`config.mk`:
```
export PLATFORM = sky130hd
export DESIGN_NAME = bbc_top
export DESIGN_NICKNAME = d
export VERILOG_FILES = /design/src/bbc_pkg.sv /design/src/bbc_i2c_slave.sv /design/src/bbc_pwm_detect.sv /design/src/bbc_top.sv
export SDC_FILE = /design/constraint.sdc
export NUM_CORES = 1
export LEC_CHECK = 0
export BUFFER_PORTS_ARGS = -buffer_cell sky130_fd_sc_hd__buf_2
export CORE_MARGIN = 1
export CORE_UTILIZATION = 35
export DETAILED_ROUTE_END_ITERATION = 10
export PLACE_DENSITY = 0.6
export SLEW_MARGIN = 20
export SYNTH_ARGS = -nofsm -noshare
export SYNTH_HDL_FRONTEND = slang
export SYNTH_HIERARCHICAL = 1
export SYNTH_SLANG_ARGS = --single-unit
```
`constraint.sdc`:
```
create_clock -name clk -period 15.4 [get_ports clk]
set_clock_uncertainty 0.1 [all_clocks]
set_input_delay 0.77 -clock clk [delete_from_list [all_inputs] [get_ports clk]]
set_output_delay 0.77 -clock clk [all_outputs]
set_load 0.02 [all_outputs]
```
`src/bbc_pkg.sv`:
```
// shared constants and types for the backlight brightness controller
package bbc_pkg;

  localparam int CLK_HZ = 10_000_000;
  localparam int HZ_PER_MHZ = 1_000_000;
  localparam int SLOW_RATE_HZ = 1_000_000;
  localparam int FAST_RATE_HZ = 4_000_000;

  // fractional sample divider: accumulate inc per clock, wrap at mod
  localparam logic [3:0] SAMPLE_MOD = 4'(CLK_HZ / SLOW_RATE_HZ);
  localparam logic [3:0] SAMPLE_INC_SLOW = 4'h1;
  localparam logic [3:0] SAMPLE_INC_FAST = 4'(FAST_RATE_HZ / SLOW_RATE_HZ);

  // low-level timeout of the duty detector, in microseconds
  localparam int TIMEOUT_SLOW_US = 25000;
  localparam int TIMEOUT_FAST_US = 3000;

  // register offsets
  localparam logic [7:0] REG_MAP_CFG = 8'h02;
  localparam logic [7:0] REG_SAMPLE_CFG = 8'h03;
  localparam logic [7:0] REG_BRT_LOW = 8'h04;
  localparam logic [7:0] REG_BRT_HIGH = 8'h05;
  localparam logic [7:0] REG_PWM_CTRL = 8'h09;
  localparam logic [7:0] REG_BACKLIGHT_MASTER_ENABLE = 8'h0a;
  localparam logic [7:0] REG_STATUS = 8'h0c;

  // field positions and widths
  localparam int POLARITY_BIT = 3;
  localparam int RATE_BIT = 2;
  localparam int PWM_EN_BIT = 6;
  localparam int MASTER_BIT = 0;
  localparam int SINK_ONE_BIT = 4;
  localparam int SINK_TWO_BIT = 3;
  localparam int LOW_BITS = 3;
  localparam int CODE_W = 11;

  localparam logic [7:0] REG_RESET = 8'h00;
  localparam logic [10:0] CODE_FULL = 11'h7ff;
  localparam logic [3:0] BITS_PER_BYTE = 4'h8;
  localparam logic [3:0] DIV_LAST_STEP = 4'ha;

  // bus address of the device, value arbitrary
  localparam logic [6:0] DEV_ADDR_DEFAULT = 7'h2b;

  typedef enum logic [2:0] {
    I2C_IDLE = 3'b000,
    I2C_RX = 3'b001,
    I2C_ACK = 3'b010,
    I2C_TX = 3'b011,
    I2C_TXACK = 3'b100
  } bbc_i2c_state_t;

  typedef enum logic [1:0] {
    KIND_ADDR = 2'b00,
    KIND_PTR = 2'b01,
    KIND_DATA = 2'b10
  } bbc_kind_t;

endpackage

```
`src/bbc_i2c_slave.sv`:
```
// serial register port slave: byte writes and reads with auto-incrementing pointer
`timescale 1ns/1ps
module bbc_i2c_slave #(
  parameter logic [6:0] DEV_ADDR = bbc_pkg::DEV_ADDR_DEFAULT
) (
  input wire logic clk,
  input wire logic nrst,
  input wire logic scl,
  input wire logic sda_in,
  output logic sda_out,
  output logic sda_oe,
  output logic wr_stb,
  output logic [7:0] wr_addr,
  output logic [7:0] wr_data,
  output logic [7:0] rd_addr,
  input wire logic [7:0] rd_data
);

  typedef struct packed {
    logic scl_s1;
    logic scl_s2;
    logic scl_d;
    logic sda_s1;
    logic sda_s2;
    logic sda_d;
    bbc_pkg::bbc_i2c_state_t st;
    bbc_pkg::bbc_kind_t kind;
    logic [3:0] cnt;
    logic [7:0] sh;
    logic rd;
    logic mack;
    logic [7:0] ptr;
    logic drive_low;
    logic wr_stb;
    logic [7:0] wr_addr;
    logic [7:0] wr_data;
  } bbc_i2c_st_t;

  bbc_i2c_st_t s;
  bbc_i2c_st_t next_s;
  logic scl_rise;
  logic scl_fall;
  logic start_cond;
  logic stop_cond;

  assign scl_rise = s.scl_s2 & ~s.scl_d;
  assign scl_fall = ~s.scl_s2 & s.scl_d;
  assign start_cond = s.scl_s2 & s.scl_d & s.sda_d & ~s.sda_s2;
  assign stop_cond = s.scl_s2 & s.scl_d & ~s.sda_d & s.sda_s2;

  always_comb
  begin
    next_s = s;
    next_s.scl_s1 = scl;
    next_s.scl_s2 = s.scl_s1;
    next_s.scl_d = s.scl_s2;
    next_s.sda_s1 = sda_in;
    next_s.sda_s2 = s.sda_s1;
    next_s.sda_d = s.sda_s2;
    next_s.wr_stb = 1'b0;
    if (start_cond)
    begin
      next_s.st = bbc_pkg::I2C_RX;
      next_s.kind = bbc_pkg::KIND_ADDR;
      next_s.cnt = 4'h0;
      next_s.drive_low = 1'b0;
    end
    else if (stop_cond)
    begin
      next_s.st = bbc_pkg::I2C_IDLE;
      next_s.drive_low = 1'b0;
    end
    else
    begin
      unique case (s.st)
        bbc_pkg::I2C_IDLE:
        begin
          next_s.drive_low = 1'b0;
        end
        bbc_pkg::I2C_RX:
        begin
          if (scl_rise && s.cnt < bbc_pkg::BITS_PER_BYTE)
          begin
            next_s.sh = {s.sh[6:0], s.sda_s2};
            next_s.cnt = s.cnt + 4'h1;
          end
          else if (scl_fall && s.cnt == bbc_pkg::BITS_PER_BYTE)
          begin
            next_s.st = bbc_pkg::I2C_ACK;
            next_s.drive_low = 1'b1;
            unique case (s.kind)
              bbc_pkg::KIND_ADDR:
              begin
                next_s.rd = s.sh[0];
                if (s.sh[7:1] != DEV_ADDR)
                begin
                  next_s.st = bbc_pkg::I2C_IDLE;
                  next_s.drive_low = 1'b0;
                end
              end
              bbc_pkg::KIND_PTR:
              begin
                next_s.ptr = s.sh;
              end
              default:
              begin
                next_s.wr_stb = 1'b1;
                next_s.wr_addr = s.ptr;
                next_s.wr_data = s.sh;
                next_s.ptr = s.ptr + 8'h01;
              end
            endcase
          end
        end
        bbc_pkg::I2C_ACK:
        begin
          if (scl_fall)
          begin
            if (s.kind == bbc_pkg::KIND_ADDR && s.rd)
            begin
              next_s.st = bbc_pkg::I2C_TX;
              next_s.sh = rd_data;
              next_s.ptr = s.ptr + 8'h01;
              next_s.drive_low = ~rd_data[7];
              next_s.cnt = 4'h1;
            end
            else
            begin
              next_s.st = bbc_pkg::I2C_RX;
              next_s.cnt = 4'h0;
              next_s.drive_low = 1'b0;
              next_s.kind = (s.kind == bbc_pkg::KIND_ADDR) ? bbc_pkg::KIND_PTR
                                                            : bbc_pkg::KIND_DATA;
            end
          end
        end
        bbc_pkg::I2C_TX:
        begin
          if (scl_fall)
          begin
            if (s.cnt == bbc_pkg::BITS_PER_BYTE)
            begin
              next_s.drive_low = 1'b0;
              next_s.st = bbc_pkg::I2C_TXACK;
            end
            else
            begin
              next_s.drive_low = ~s.sh[6];
              next_s.sh = {s.sh[6:0], 1'b0};
              next_s.cnt = s.cnt + 4'h1;
            end
          end
        end
        bbc_pkg::I2C_TXACK:
        begin
          if (scl_rise)
          begin
            next_s.mack = ~s.sda_s2;
          end
          else if (scl_fall)
          begin
            if (s.mack)
            begin
              next_s.st = bbc_pkg::I2C_TX;
              next_s.sh = rd_data;
              next_s.ptr = s.ptr + 8'h01;
              next_s.drive_low = ~rd_data[7];
              next_s.cnt = 4'h1;
            end
            else
            begin
              next_s.st = bbc_pkg::I2C_IDLE;
            end
          end
        end
        default:
        begin
          next_s.st = bbc_pkg::I2C_IDLE;
          next_s.drive_low = 1'b0;
        end
      endcase
    end
  end

  always_ff @(posedge clk or negedge nrst)
  begin
    if (!nrst)
    begin
      s <= '{scl_s1: 1'b1, scl_s2: 1'b1, scl_d: 1'b1, sda_s1: 1'b1, sda_s2: 1'b1,
             sda_d: 1'b1, st: bbc_pkg::I2C_IDLE, kind: bbc_pkg::KIND_ADDR,
             default: '0};
    end
    else
    begin
      s <= next_s;
    end
  end

  assign sda_out = 1'b0;
  assign sda_oe = s.drive_low;
  assign wr_stb = s.wr_stb;
  assign wr_addr = s.wr_addr;
  assign wr_data = s.wr_data;
  assign rd_addr = s.ptr;

endmodule

```
`src/bbc_pwm_detect.sv`:
```
// duty detector for the external dimming input with low-level timeout
`timescale 1ns/1ps
module bbc_pwm_detect #(
  parameter int TIMEOUT_SLOW_US = bbc_pkg::TIMEOUT_SLOW_US,
  parameter int TIMEOUT_FAST_US = bbc_pkg::TIMEOUT_FAST_US
) (
  input wire logic clk,
  input wire logic nrst,
  input wire logic pwm,
  input wire logic enable,
  input wire logic invert,
  input wire logic rate_fast,
  output logic [10:0] duty,
  output logic timed_out
);

  localparam logic [15:0] LIM_SLOW =
    16'(TIMEOUT_SLOW_US * (bbc_pkg::SLOW_RATE_HZ / bbc_pkg::HZ_PER_MHZ));
  localparam logic [15:0] LIM_FAST =
    16'(TIMEOUT_FAST_US * (bbc_pkg::FAST_RATE_HZ / bbc_pkg::HZ_PER_MHZ));

  typedef struct packed {
    logic pwm_s1;
    logic pwm_s2;
    logic lvl_d;
    logic [3:0] acc;
    logic tick;
    logic seen;
    logic [15:0] per;
    logic [15:0] high;
    logic busy;
    logic [3:0] dcnt;
    logic [16:0] rem;
    logic [15:0] divisor;
    logic [10:0] quo;
    logic [10:0] duty;
    logic timed_out;
  } bbc_det_st_t;

  bbc_det_st_t s;
  bbc_det_st_t next_s;
  logic lvl;
  logic [4:0] acc_sum;
  logic [16:0] rem_sh;
  logic [10:0] quo_next;
  logic [15:0] limit;

  assign lvl = s.pwm_s2 ^ invert;
  assign limit = rate_fast ? LIM_FAST : LIM_SLOW;
  assign acc_sum = {1'b0, s.acc} +
                   {1'b0, rate_fast ? bbc_pkg::SAMPLE_INC_FAST : bbc_pkg::SAMPLE_INC_SLOW};
  assign rem_sh = {s.rem[15:0], 1'b0};

  always_comb
  begin
    next_s = s;
    quo_next = s.quo;
    next_s.pwm_s1 = pwm;
    next_s.pwm_s2 = s.pwm_s1;
    if (acc_sum >= {1'b0, bbc_pkg::SAMPLE_MOD})
    begin
      next_s.acc = 4'(acc_sum - {1'b0, bbc_pkg::SAMPLE_MOD});
      next_s.tick = 1'b1;
    end
    else
    begin
      next_s.acc = acc_sum[3:0];
      next_s.tick = 1'b0;
    end
    // duty = high * 2048 / period, one quotient bit per clock
    if (s.busy)
    begin
      if (rem_sh >= {1'b0, s.divisor})
      begin
        next_s.rem = rem_sh - {1'b0, s.divisor};
        quo_next = {s.quo[9:0], 1'b1};
      end
      else
      begin
        next_s.rem = rem_sh;
        quo_next = {s.quo[9:0], 1'b0};
      end
      next_s.quo = quo_next;
      next_s.dcnt = s.dcnt + 4'h1;
      if (s.dcnt == bbc_pkg::DIV_LAST_STEP)
      begin
        next_s.busy = 1'b0;
        next_s.duty = quo_next;
        next_s.timed_out = 1'b0;
      end
    end
    if (s.tick)
    begin
      next_s.lvl_d = lvl;
      if (lvl && !s.lvl_d)
      begin
        // period closes and timeout restarts at each rising edge
        if (s.seen && s.per != 16'h0000)
        begin
          next_s.busy = 1'b1;
          next_s.rem = {1'b0, s.high};
          next_s.divisor = s.per;
          next_s.quo = 11'h000;
          next_s.dcnt = 4'h0;
        end
        next_s.seen = 1'b1;
        next_s.per = 16'h0001;
        next_s.high = 16'h0001;
      end
      else if (s.per < limit)
      begin
        next_s.per = s.per + 16'h0001;
        next_s.high = s.high + {15'h0000, lvl};
      end
      else
      begin
        // no edge within timeout: held high is full duty, held low shuts down
        next_s.seen = 1'b0;
        next_s.busy = 1'b0;
        next_s.duty = lvl ? bbc_pkg::CODE_FULL : 11'h000;
        next_s.timed_out = ~lvl;
      end
    end
    if (!enable)
    begin
      next_s.seen = 1'b0;
      next_s.busy = 1'b0;
      next_s.per = 16'h0000;
      next_s.high = 16'h0000;
      next_s.duty = 11'h000;
      next_s.timed_out = 1'b0;
    end
  end

  always_ff @(posedge clk or negedge nrst)
  begin
    if (!nrst)
    begin
      s <= '0;
    end
    else
    begin
      s <= next_s;
    end
  end

  assign duty = s.duty;
  assign timed_out = s.timed_out;

endmodule

```
`src/bbc_top.sv`:
```
// backlight enable and brightness control with register port and duty input
`timescale 1ns/1ps
module bbc_top #(
  parameter int TIMEOUT_SLOW_US = bbc_pkg::TIMEOUT_SLOW_US,
  parameter int TIMEOUT_FAST_US = bbc_pkg::TIMEOUT_FAST_US,
  parameter logic [6:0] DEV_ADDR = bbc_pkg::DEV_ADDR_DEFAULT
) (
  input wire logic clk,
  input wire logic nrst,
  input wire logic en,
  input wire logic scl,
  input wire logic sda_in,
  output logic sda_out,
  output logic sda_oe,
  input wire logic pwm,
  output logic backlight_on,
  output logic sink_one_on,
  output logic sink_two_on,
  output logic [10:0] target_code,
  output logic brightness_update
);

  typedef struct packed {
    logic en_s1;
    logic en_s2;
    logic [7:0] map_cfg;
    logic [7:0] sample_cfg;
    logic [7:0] brt_low;
    logic [7:0] brt_high;
    logic [7:0] pwm_ctrl;
    logic [7:0] backlight_master_enable;
    logic [10:0] active_code;
    logic bl_on;
    logic s1_on;
    logic s2_on;
    logic [10:0] target;
    logic upd;
  } bbc_top_st_t;

  bbc_top_st_t s;
  bbc_top_st_t next_s;

  logic wr_stb;
  logic [7:0] wr_addr;
  logic [7:0] wr_data;
  logic [7:0] rd_addr;
  logic [7:0] rd_data;
  logic [10:0] duty;
  logic timed_out;
  logic chip_on;
  logic pwm_mode;
  logic master;
  logic any_sink;
  logic det_enable;
  logic [21:0] product;
  logic [10:0] eff_code;
  logic on_now;

  assign chip_on = s.en_s2;
  assign pwm_mode = s.pwm_ctrl[bbc_pkg::PWM_EN_BIT];
  assign master = s.backlight_master_enable[bbc_pkg::MASTER_BIT];
  assign any_sink = s.backlight_master_enable[bbc_pkg::SINK_ONE_BIT] | s.backlight_master_enable[bbc_pkg::SINK_TWO_BIT];
  assign det_enable = chip_on & master & pwm_mode;

  bbc_i2c_slave #(
    .DEV_ADDR(DEV_ADDR)
  ) u_port (
    .clk(clk),
    .nrst(nrst),
    .scl(scl),
    .sda_in(sda_in),
    .sda_out(sda_out),
    .sda_oe(sda_oe),
    .wr_stb(wr_stb),
    .wr_addr(wr_addr),
    .wr_data(wr_data),
    .rd_addr(rd_addr),
    .rd_data(rd_data)
  );

  bbc_pwm_detect #(
    .TIMEOUT_SLOW_US(TIMEOUT_SLOW_US),
    .TIMEOUT_FAST_US(TIMEOUT_FAST_US)
  ) u_detect (
    .clk(clk),
    .nrst(nrst),
    .pwm(pwm),
    .enable(det_enable),
    .invert(s.map_cfg[bbc_pkg::POLARITY_BIT]),
    .rate_fast(s.sample_cfg[bbc_pkg::RATE_BIT]),
    .duty(duty),
    .timed_out(timed_out)
  );

  function automatic logic [7:0] reg_read(input logic [7:0] addr, input bbc_top_st_t st,
                                          input logic tmo);
    logic [7:0] v;
    v = 8'h00;
    case (addr)
      bbc_pkg::REG_MAP_CFG: v = st.map_cfg;
      bbc_pkg::REG_SAMPLE_CFG: v = st.sample_cfg;
      bbc_pkg::REG_BRT_LOW: v = st.brt_low;
      bbc_pkg::REG_BRT_HIGH: v = st.brt_high;
      bbc_pkg::REG_PWM_CTRL: v = st.pwm_ctrl;
      bbc_pkg::REG_BACKLIGHT_MASTER_ENABLE: v = st.backlight_master_enable;
      bbc_pkg::REG_STATUS: v = {6'h00, tmo, st.bl_on};
      default: v = 8'h00;
    endcase
    return v;
  endfunction

  assign rd_data = reg_read(rd_addr, s, timed_out);

  // register code scaled by measured duty, duty full scale is 2048
  assign product = 22'(s.active_code) * 22'(duty);
  assign eff_code = pwm_mode ? product[21:11] : s.active_code;

  assign on_now = chip_on & master & any_sink & (s.active_code != 11'h000)
                  & (eff_code != 11'h000) & ~(pwm_mode & timed_out);

  always_comb
  begin
    next_s = s;
    next_s.en_s1 = en;
    next_s.en_s2 = s.en_s1;
    next_s.upd = 1'b0;
    if (!chip_on)
    begin
      // chip disabled: registers return to their reset values
      next_s.map_cfg = bbc_pkg::REG_RESET;
      next_s.sample_cfg = bbc_pkg::REG_RESET;
      next_s.brt_low = bbc_pkg::REG_RESET;
      next_s.brt_high = bbc_pkg::REG_RESET;
      next_s.pwm_ctrl = bbc_pkg::REG_RESET;
      next_s.backlight_master_enable = bbc_pkg::REG_RESET;
      next_s.active_code = 11'h000;
    end
    else if (wr_stb)
    begin
      case (wr_addr)
        bbc_pkg::REG_MAP_CFG: next_s.map_cfg = wr_data;
        bbc_pkg::REG_SAMPLE_CFG: next_s.sample_cfg = wr_data;
        bbc_pkg::REG_BRT_LOW: next_s.brt_low = wr_data;
        bbc_pkg::REG_BRT_HIGH:
        begin
          next_s.brt_high = wr_data;
          next_s.active_code = {wr_data, s.brt_low[bbc_pkg::LOW_BITS-1:0]};
          next_s.upd = 1'b1;
        end
        bbc_pkg::REG_PWM_CTRL: next_s.pwm_ctrl = wr_data;
        bbc_pkg::REG_BACKLIGHT_MASTER_ENABLE: next_s.backlight_master_enable = wr_data;
        default: next_s.upd = 1'b0;
      endcase
    end
    next_s.bl_on = on_now;
    next_s.s1_on = on_now & s.backlight_master_enable[bbc_pkg::SINK_ONE_BIT];
    next_s.s2_on = on_now & s.backlight_master_enable[bbc_pkg::SINK_TWO_BIT];
    next_s.target = on_now ? eff_code : 11'h000;
  end

  always_ff @(posedge clk or negedge nrst)
  begin
    if (!nrst)
    begin
      s <= '0;
    end
    else
    begin
      s <= next_s;
    end
  end

  assign backlight_on = s.bl_on;
  assign sink_one_on = s.s1_on;
  assign sink_two_on = s.s2_on;
  assign target_code = s.target;
  assign brightness_update = s.upd;

endmodule

```
==> impl_metrics.py, run 1 <==
metrics = {
    "sta": {
        "max_slew.worst_pin.slew_ns": 1.01,
        "min_period_ns": 6.36,
        "rsz0062_at_grt": "false",
        "slew_headroom": 0.323,
        "drv_slew": 0,
        "fmax_ghz": 0.157,
        "final_hold_viol_count": 0,
        "fin_crit_sh": 0.413,
        "setup_tns_ns": 0,
        "setup_viol": 0,
    },
    "placement": {
        "place_congestion": 0.864,
        "place.detailed.hpwl_mm": 27.5,
        "numPortBuffers": 21,
        "placed_area_um2": 16200,
        "dp.cells": 2198,
    },
    "logic_synthesis": {
        "ys_types": 100,
        "synth-edff-count": 0,
        "ys.flop_type": "dfrtp_1",
        "synth_nets": 1878,
        "async_reset_ff_frac": 1.00,
        "synth.avg_cell_area_um2": 9.36,
        "ys_seq_area_frac": 0.345,
        "syn-cell-area_um2": 15900,
        "synth-seq-cells": 219,
        "yosys_warnings": 6,
        "netlist_instances": 1700,
    },
    "setup_path": {
        "critical_path.max_fanout": 15,
        "critical-path-max-stage-delay_ns": 0.67,
        "end_kind": "flop",
        "start_kind": "flop",
        "path_class": "flop to flop",
        "r2r-end": "sink_two_on$_DFF_PN0_",
        "crit_family": "adder cells",
        "critPathSlowestCell": "dfrtp_1",
        "required_ns": 15.71,
        "crit_chain": "nand2_1 -> fa_1 -> inv_1 -> fa_1 -> inv_1 -> fa_1 -> inv_1 -> fa_1 -> inv_1 -> fa_1 -> inv_1 -> ha_1 -> a21oi_1 -> nor4bb_1 -> or3_4 -> or3_2 -> a211oi_1 -> o221ai_1 -> a2111oi_4 -> a211oi_1",
        "r2r-start": "s[46]$_DFFE_PN0P_",
        "worst-path-buf-inv": 5,
        "critPathArrivalTime_ns": 6.67,
        "rr_worst_depth": 20,
        "reg2reg_slack_ns": 9.04,
    },
    "global_routing": {
        "use_met3": 0.0149,
        "grt_use_met1": 0.238,
        "grt_overflow_total": 0,
        "track_usage": 0.166,
        "grt_max_degree": 79,
        "grt_pass1_wl_mm": 64.0,
        "antenna_found_initial": 0,
        "met2_usage": 0.269,
        "grt_pass1_vias": 12100,
        "top_usage_layer": "met2",
    },
    "clocking": {
        "htreeDepth": 1,
        "cts_tree": "built",
        "clockBufferDepth": 3,
        "root_buffer": "clkbuf_16",
        "ctsResizeCount": 0,
        "clock_latency_ns": 0.55,
        "clock_sinks": 219,
        "hold_buffers": 0,
        "path_clk_slew_ns": 0.06,
        "numCtsBuffers": 25,
        "cts_setup_buffers": 0,
    },
    "layout": {
        "multi_input_area_um2": 9280,
        "instances_no_fill": 2239,
        "finalInstanceArea_um2": 17000,
        "final_nets": 1811,
        "layout_common_cells": "dfrtp_1 (213), nand2_1 (172), nor2_1 (151)",
        "layout_commonest_cell": "dfrtp_1",
        "syn_to_final_growth_pct": 6.59,
        "filler_cell_count": 4409,
        "num_antenna_cells": 0,
        "utilization": 0.381,
        "drive_gt1_frac": 0.0838,
        "seq_area_um2": 5490,
    },
    "route": {
        "postRouteAntennaNets": 0,
        "drt_iter0_drc": 790,
        "firstDrtPassIters": 5,
        "routed_wl_mm": 37.9,
        "routedWlPerCell_um": 16.9,
        "viasPerCell": 5.32,
        "drc": 0,
        "vias": 11900,
    },
    "floorplan": {
        "fp.dieArea_um2": 46300,
        "die_h_um": 215,
        "core-area_um2": 44500,
        "die_width_um": 215,
        "ios": 23,
        "num_rows": 77,
        "initial_core_util": 0.358,
    },
    "outcome": {
        "status": "finished, final reports clean",
    },
    "power_and_ir_drop": {
        "total_power_mw": 1.32,
        "p_leak_nw": 7.82,
        "peakVddDrop_mv": 0.0665,
        "p_per_area_nw_per_um2": 77.9,
    },
    "min_path": {
        "min_path_type": "primary input to async pin",
    },
    "flow_run": {
        "cap_violations": 0,
    },
}
-- final cells by class --
class,instances,share of cell area
clock buffer,37,0.0442
clock inverter,4,0.00162
inverter,129,0.0285
multi-input combinational,1226,0.547
sequential,219,0.323
tap,592,0.0436
timing repair buffer,32,0.0119
-- where the power goes --
group | internal, mW | switching (mW) | total (mW) | leakage (nW)
Clock | 0.334 | 0.237 | 0.571 | 0.387
Sequential | 0.598 | 0.0371 | 0.635 | 2.98
Combinational | 0.0434 | 0.0720 | 0.115 | 4.45
Total | 0.976 | 0.346 | 1.32 | 7.82
-- worst register-to-register path: cells and delay by family (launching register included) --
family	cells	cell delay, ns
AO/OA/AOI/OAI	5	1.30
flip-flops	1	0.67
AND/OR/NAND/NOR	4	1.08
adder cells (fa/ha/maj)	6	2.85
buffers and inverters	5	0.24
-- routing by layer --
| layer | part of all wire | wire, µm |
|---|---|---|
| met5 | 0 | 0 |
| met4 | 0.015 | 586 |
| met3 | 0.037 | 1420 |
| met2 | 0.46 | 17600 |
| met1 | 0.48 | 18300 |
-- synth_stat cells, types with 48 or more instances --
| cell type | instances | area (µm²) |
|---|---|---|
| fa_1 | 80 | 1600 |
| and2_1 | 55 | 344 |
| dfrtp_1 | 213 | 5330 |
| nor2_1 | 151 | 567 |
| nand2_1 | 172 | 646 |
| a21oi_1 | 68 | 340 |
| mux2i_1 | 74 | 741 |
| buf_4 | 48 | 360 |
| nand3_1 | 52 | 260 |
| clkbuf_1 | 51 | 191 |
| ha_1 | 92 | 1150 |
| o21ai_0 | 69 | 345 |
| inv_1 | 126 | 473 |
-- worst max path at each step --
stage | start | to | depth (start not counted)
floorplan | u_detect/duty[2]$_DFF_PN0_ | sink_one_on$_DFF_PN0_ | 22
global placement | s[46]$_DFFE_PN0P_ | sink_one_on$_DFF_PN0_ | 20
detailed placement | s[46]$_DFFE_PN0P_ | sink_two_on$_DFF_PN0_ | 20
CTS | s[46]$_DFFE_PN0P_ | sink_two_on$_DFF_PN0_ | 20
global route | s[46]$_DFFE_PN0P_ | sink_two_on$_DFF_PN0_ | 20
finish | s[46]$_DFFE_PN0P_ | sink_two_on$_DFF_PN0_ | 20
-- through the flow --
stage          hold slack [ns]  worst slack (ns)
5_1_grt                  0.105              8.64
6_report                0.0552              9.04
2_1_floorplan            0.231              9.45
3_3_place_gp             0.232              9.19
3_5_place_dp             0.239              9.08
4_1_cts                 0.0837              9.07
-- sequential cells by signal, indices dropped and copies added (netlist names) --
signal / flops
backlight_on: 1
brightness_update: 1
chip_on: 1
master: 1
next_s: 1
pwm_mode: 1
s: 49
sink_one_on: 1
sink_two_on: 1
target_code: 11
u_detect/duty: 11
u_detect/next_s: 1
u_detect/rem_sh: 16
u_detect/s: 71
u_detect/timed_out: 1
u_port/next_s: 4
u_port/rd_addr: 8
u_port/s: 21
u_port/sda_oe: 1
u_port/wr_addr: 8
u_port/wr_data: 8
u_port/wr_stb: 1
-- cell families after synthesis --
logic type / Yosys count / synth area share
and+or+nand+nor: 610 / 0.194
adders and majority gates: 172 / 0.173
DFF: 219 / 0.345
buffers and inverters: 255 / 0.0742
other: 1 / 0.000236
AOI/OAI and AO/OA: 302 / 0.127
muxes: 93 / 0.0600
xor gates and xnor gates: 48 / 0.0264
No activity file was read; power rests on OpenSTA's default activity.
==> run 2, diff against run 1 <==
==> constraint.sdc (replaced) <==
create_clock -name clk -period 6.1 [get_ports clk]
set_clock_uncertainty 0.1 [all_clocks]
set_input_delay 0.305 -clock clk [delete_from_list [all_inputs] [get_ports clk]]
set_output_delay 0.305 -clock clk [all_outputs]
set_load 0.02 [all_outputs]
==> run 2 against run 1 <==
- global-route usage up 0.22 points
- critical endpoint is now sink_one_on$_DFF_PN0_
- sequential power increased to 2.5 times the previous value
- setup slack worse by 8.8 ns
- core utilization is 0.80 points higher
- cell count rose by 1.8%
- die area is the same
- final area up 2.1%
- non-clock buffer count grew 35
- critical path type unchanged
- via count grew 1.8%
- hold slack better by 0.16 ns
- highest routed layer unchanged
- total power increased to 2.6 times the previous value
- clock-buffer cell count shrank 2
==> impl_metrics.py, run 2 (same netlist as run 1, synthesis figures left out) <==
metrics = {
    "setup_path": {
        "critical_path.max_fanout": 5,
        "r2r-start": "s[45]$_DFFE_PN0P_",
        "required_ns": 6.40,
        "critPathArrivalTime_ns": 6.17,
        "reg2reg_slack_ns": 0.23,
        "start_kind": "flop",
        "path_class": "flop to flop",
        "crit_path_end": "sink_one_on$_DFF_PN0_",
        "cp-startpoint": "s[45]$_DFFE_PN0P_",
        "end_kind": "flop",
        "rr_worst_depth": 20,
        "r2r-end": "sink_one_on$_DFF_PN0_",
    },
    "layout": {
        "seq_area_um2": 5490,
        "multi_input_area_um2": 9280,
        "syn_to_final_growth_pct": 8.83,
        "layout_common_cells": "dfrtp_1 (209), nand2_1 (172), nor2_1 (151)",
        "largest_reg_flops": 71,
        "regMostFlops": "u_detect/s",
        "layout_commonest_cell": "dfrtp_1",
        "num_antenna_cells": 0,
        "top_regs": "u_detect/s x71, s x49, u_port/s x21",
        "filler_cell_count": 4447,
        "final_nets": 1847,
        "instances_no_fill": 2279,
        "drive_gt1_frac": 0.104,
    },
    "route": {
        "routedWlPerCell_um": 16.9,
        "vias": 12100,
        "postRouteAntennaNets": 0,
        "routed_wl_mm": 38.4,
        "drt_iter0_drc": 1005,
        "viasPerCell": 5.32,
        "drc": 0,
        "firstDrtPassIters": 5,
    },
    "floorplan": {
        "fp.dieArea_um2": 46300,
        "core-area_um2": 44500,
        "die_width_um": 215,
        "num_rows": 77,
        "initial_core_util": 0.358,
        "ios": 23,
        "die_h_um": 215,
    },
    "sta": {
        "slew_headroom": 0.298,
        "fmax_ghz": 0.170,
        "final_hold_viol_count": 0,
        "fin_crit_sh": 0.963,
        "drv_slew": 0,
        "rsz0062_at_grt": "false",
        "setup_tns_ns": 0,
        "max_slew.worst_pin.slew_ns": 1.05,
        "min_period_ns": 5.87,
        "setup_viol": 0,
    },
    "clocking": {
        "clock_sinks": 219,
        "numCtsBuffers": 26,
        "root_buffer": "clkbuf_16",
        "htreeDepth": 1,
        "cts_tree": "built",
        "path_clk_slew_ns": 0.06,
        "clock_latency_ns": 0.54,
        "clockBufferDepth": 3,
    },
    "power_and_ir_drop": {
        "p_leak_nw": 8.03,
        "peakVddDrop_mv": 0.143,
        "p_per_area_nw_per_um2": 198,
    },
    "placement": {
        "numPortBuffers": 21,
        "place_congestion": 0.863,
        "place.detailed.hpwl_mm": 28.1,
        "dp.cells": 2227,
    },
    "global_routing": {
        "track_usage": 0.168,
        "grt_pass1_wl_mm": 64.8,
        "grt_max_degree": 156,
        "grt_pass1_vias": 12200,
        "antenna_found_initial": 0,
        "grt_overflow_total": 0,
    },
    "flow_run": {
        "cap_violations": 0,
    },
    "outcome": {
        "status": "finished, final reports clean",
    },
    "min_path": {
        "min_path_type": "primary input to async pin",
    },
}
[run 2: cell types whose count changed in the layout (fill, tap and decap cells not counted), moves of 2 or more]
cell,delta
buf_4,+30
dfrtp_2,+4
bufinv_16,+2
clkinv_2,+2
dfrtp_1,-4
dlygate4sd3_1,+5
clkbuf_1,+2
clkbuf_8,-5
[run 2: final cells by class]
class | count | area share
Multi-Input combinational cell | 1226 | 0.535
Sequential cell | 219 | 0.317
Tap cell | 592 | 0.0428
Clock buffer | 35 | 0.0412
Timing Repair Buffer | 67 | 0.0280
Inverter | 129 | 0.0279
Clock inverter | 11 | 0.00758
[run 2: worst min-delay path by stage]
stage	end	cells after the start	slack [ns]	startpoint
2_1_floorplan	backlight_on$_DFF_PN0_	0	-0.09	nrst
3_3_place_gp	target_code[10]$_DFF_PN0_	1	0.18	nrst
3_5_place_dp	target_code[6]$_DFF_PN0_	1	0.19	nrst
4_1_cts	target_code[3]$_DFF_PN0_	2	0.21	nrst
5_1_grt	target_code[6]$_DFF_PN0_	2	0.25	nrst
6_report	target_code[6]$_DFF_PN0_	2	0.21	nrst
[run 2: routing by layer]
| metal | wire, µm | track usage |
|---|---|---|
| met1 | 18800 | 0.244 |
| met2 | 17700 | 0.270 |
| met3 | 1300 | 0.0185 |
| met4 | 646 | 0.0352 |
| met5 | 0 | 0 |
[run 2: timing repair]
| action | CTS | global route |
|---|---|---|
| resized for setup | 0 | 6 |
| hold endpoints to repair | 68 | 0 |
| endpoints found under the setup margin | 0 | 3 |
| hold buffers | 5 | 0 |
| buffers inserted | 0 | 1 |
[run 2: power breakdown]
part	switching, mW	internal (mW)
clock network	0.626	0.911
registers	0.0936	1.51
logic	0.181	0.112
total	0.901	2.53
[run 2: through the flow]
step / util / area (µm²) / hold WS [ns] / setup slack, ns / total power [mW]
6_report: 0.389 / 17300 / 0.215 / 0.228 / 3.43
5_1_grt: 0.389 / 17300 / 0.247 / 0.00859 / 3.59
4_1_cts: 0.389 / 17300 / 0.211 / 0.135 / 3.48
3_5_place_dp: 0.369 / 16400 / 0.189 / 0.134 / 1.92
3_3_place_gp: 0.369 / 16400 / 0.184 / 0.208 / 1.91
2_1_floorplan: - / 15900 / -0.0906 / 0.149 / 1.83
[run 2: critical path, stage by stage, from the launching register on]
cell       delay (ns)
dfrtp_1          0.41
nand2_1          0.09
fa_1             0.52
inv_1            0.06
fa_1             0.50
inv_1            0.05
fa_1             0.53
inv_1            0.05
fa_1             0.47
inv_1            0.05
fa_1             0.47
inv_1            0.04
ha_1             0.34
a21oi_2          0.18
nor4bb_1         0.07
or3_4            0.38
or3_2            0.43
a211oi_1         0.27
o221ai_1         0.21
a2111oi_4        0.38
a211oi_1         0.13
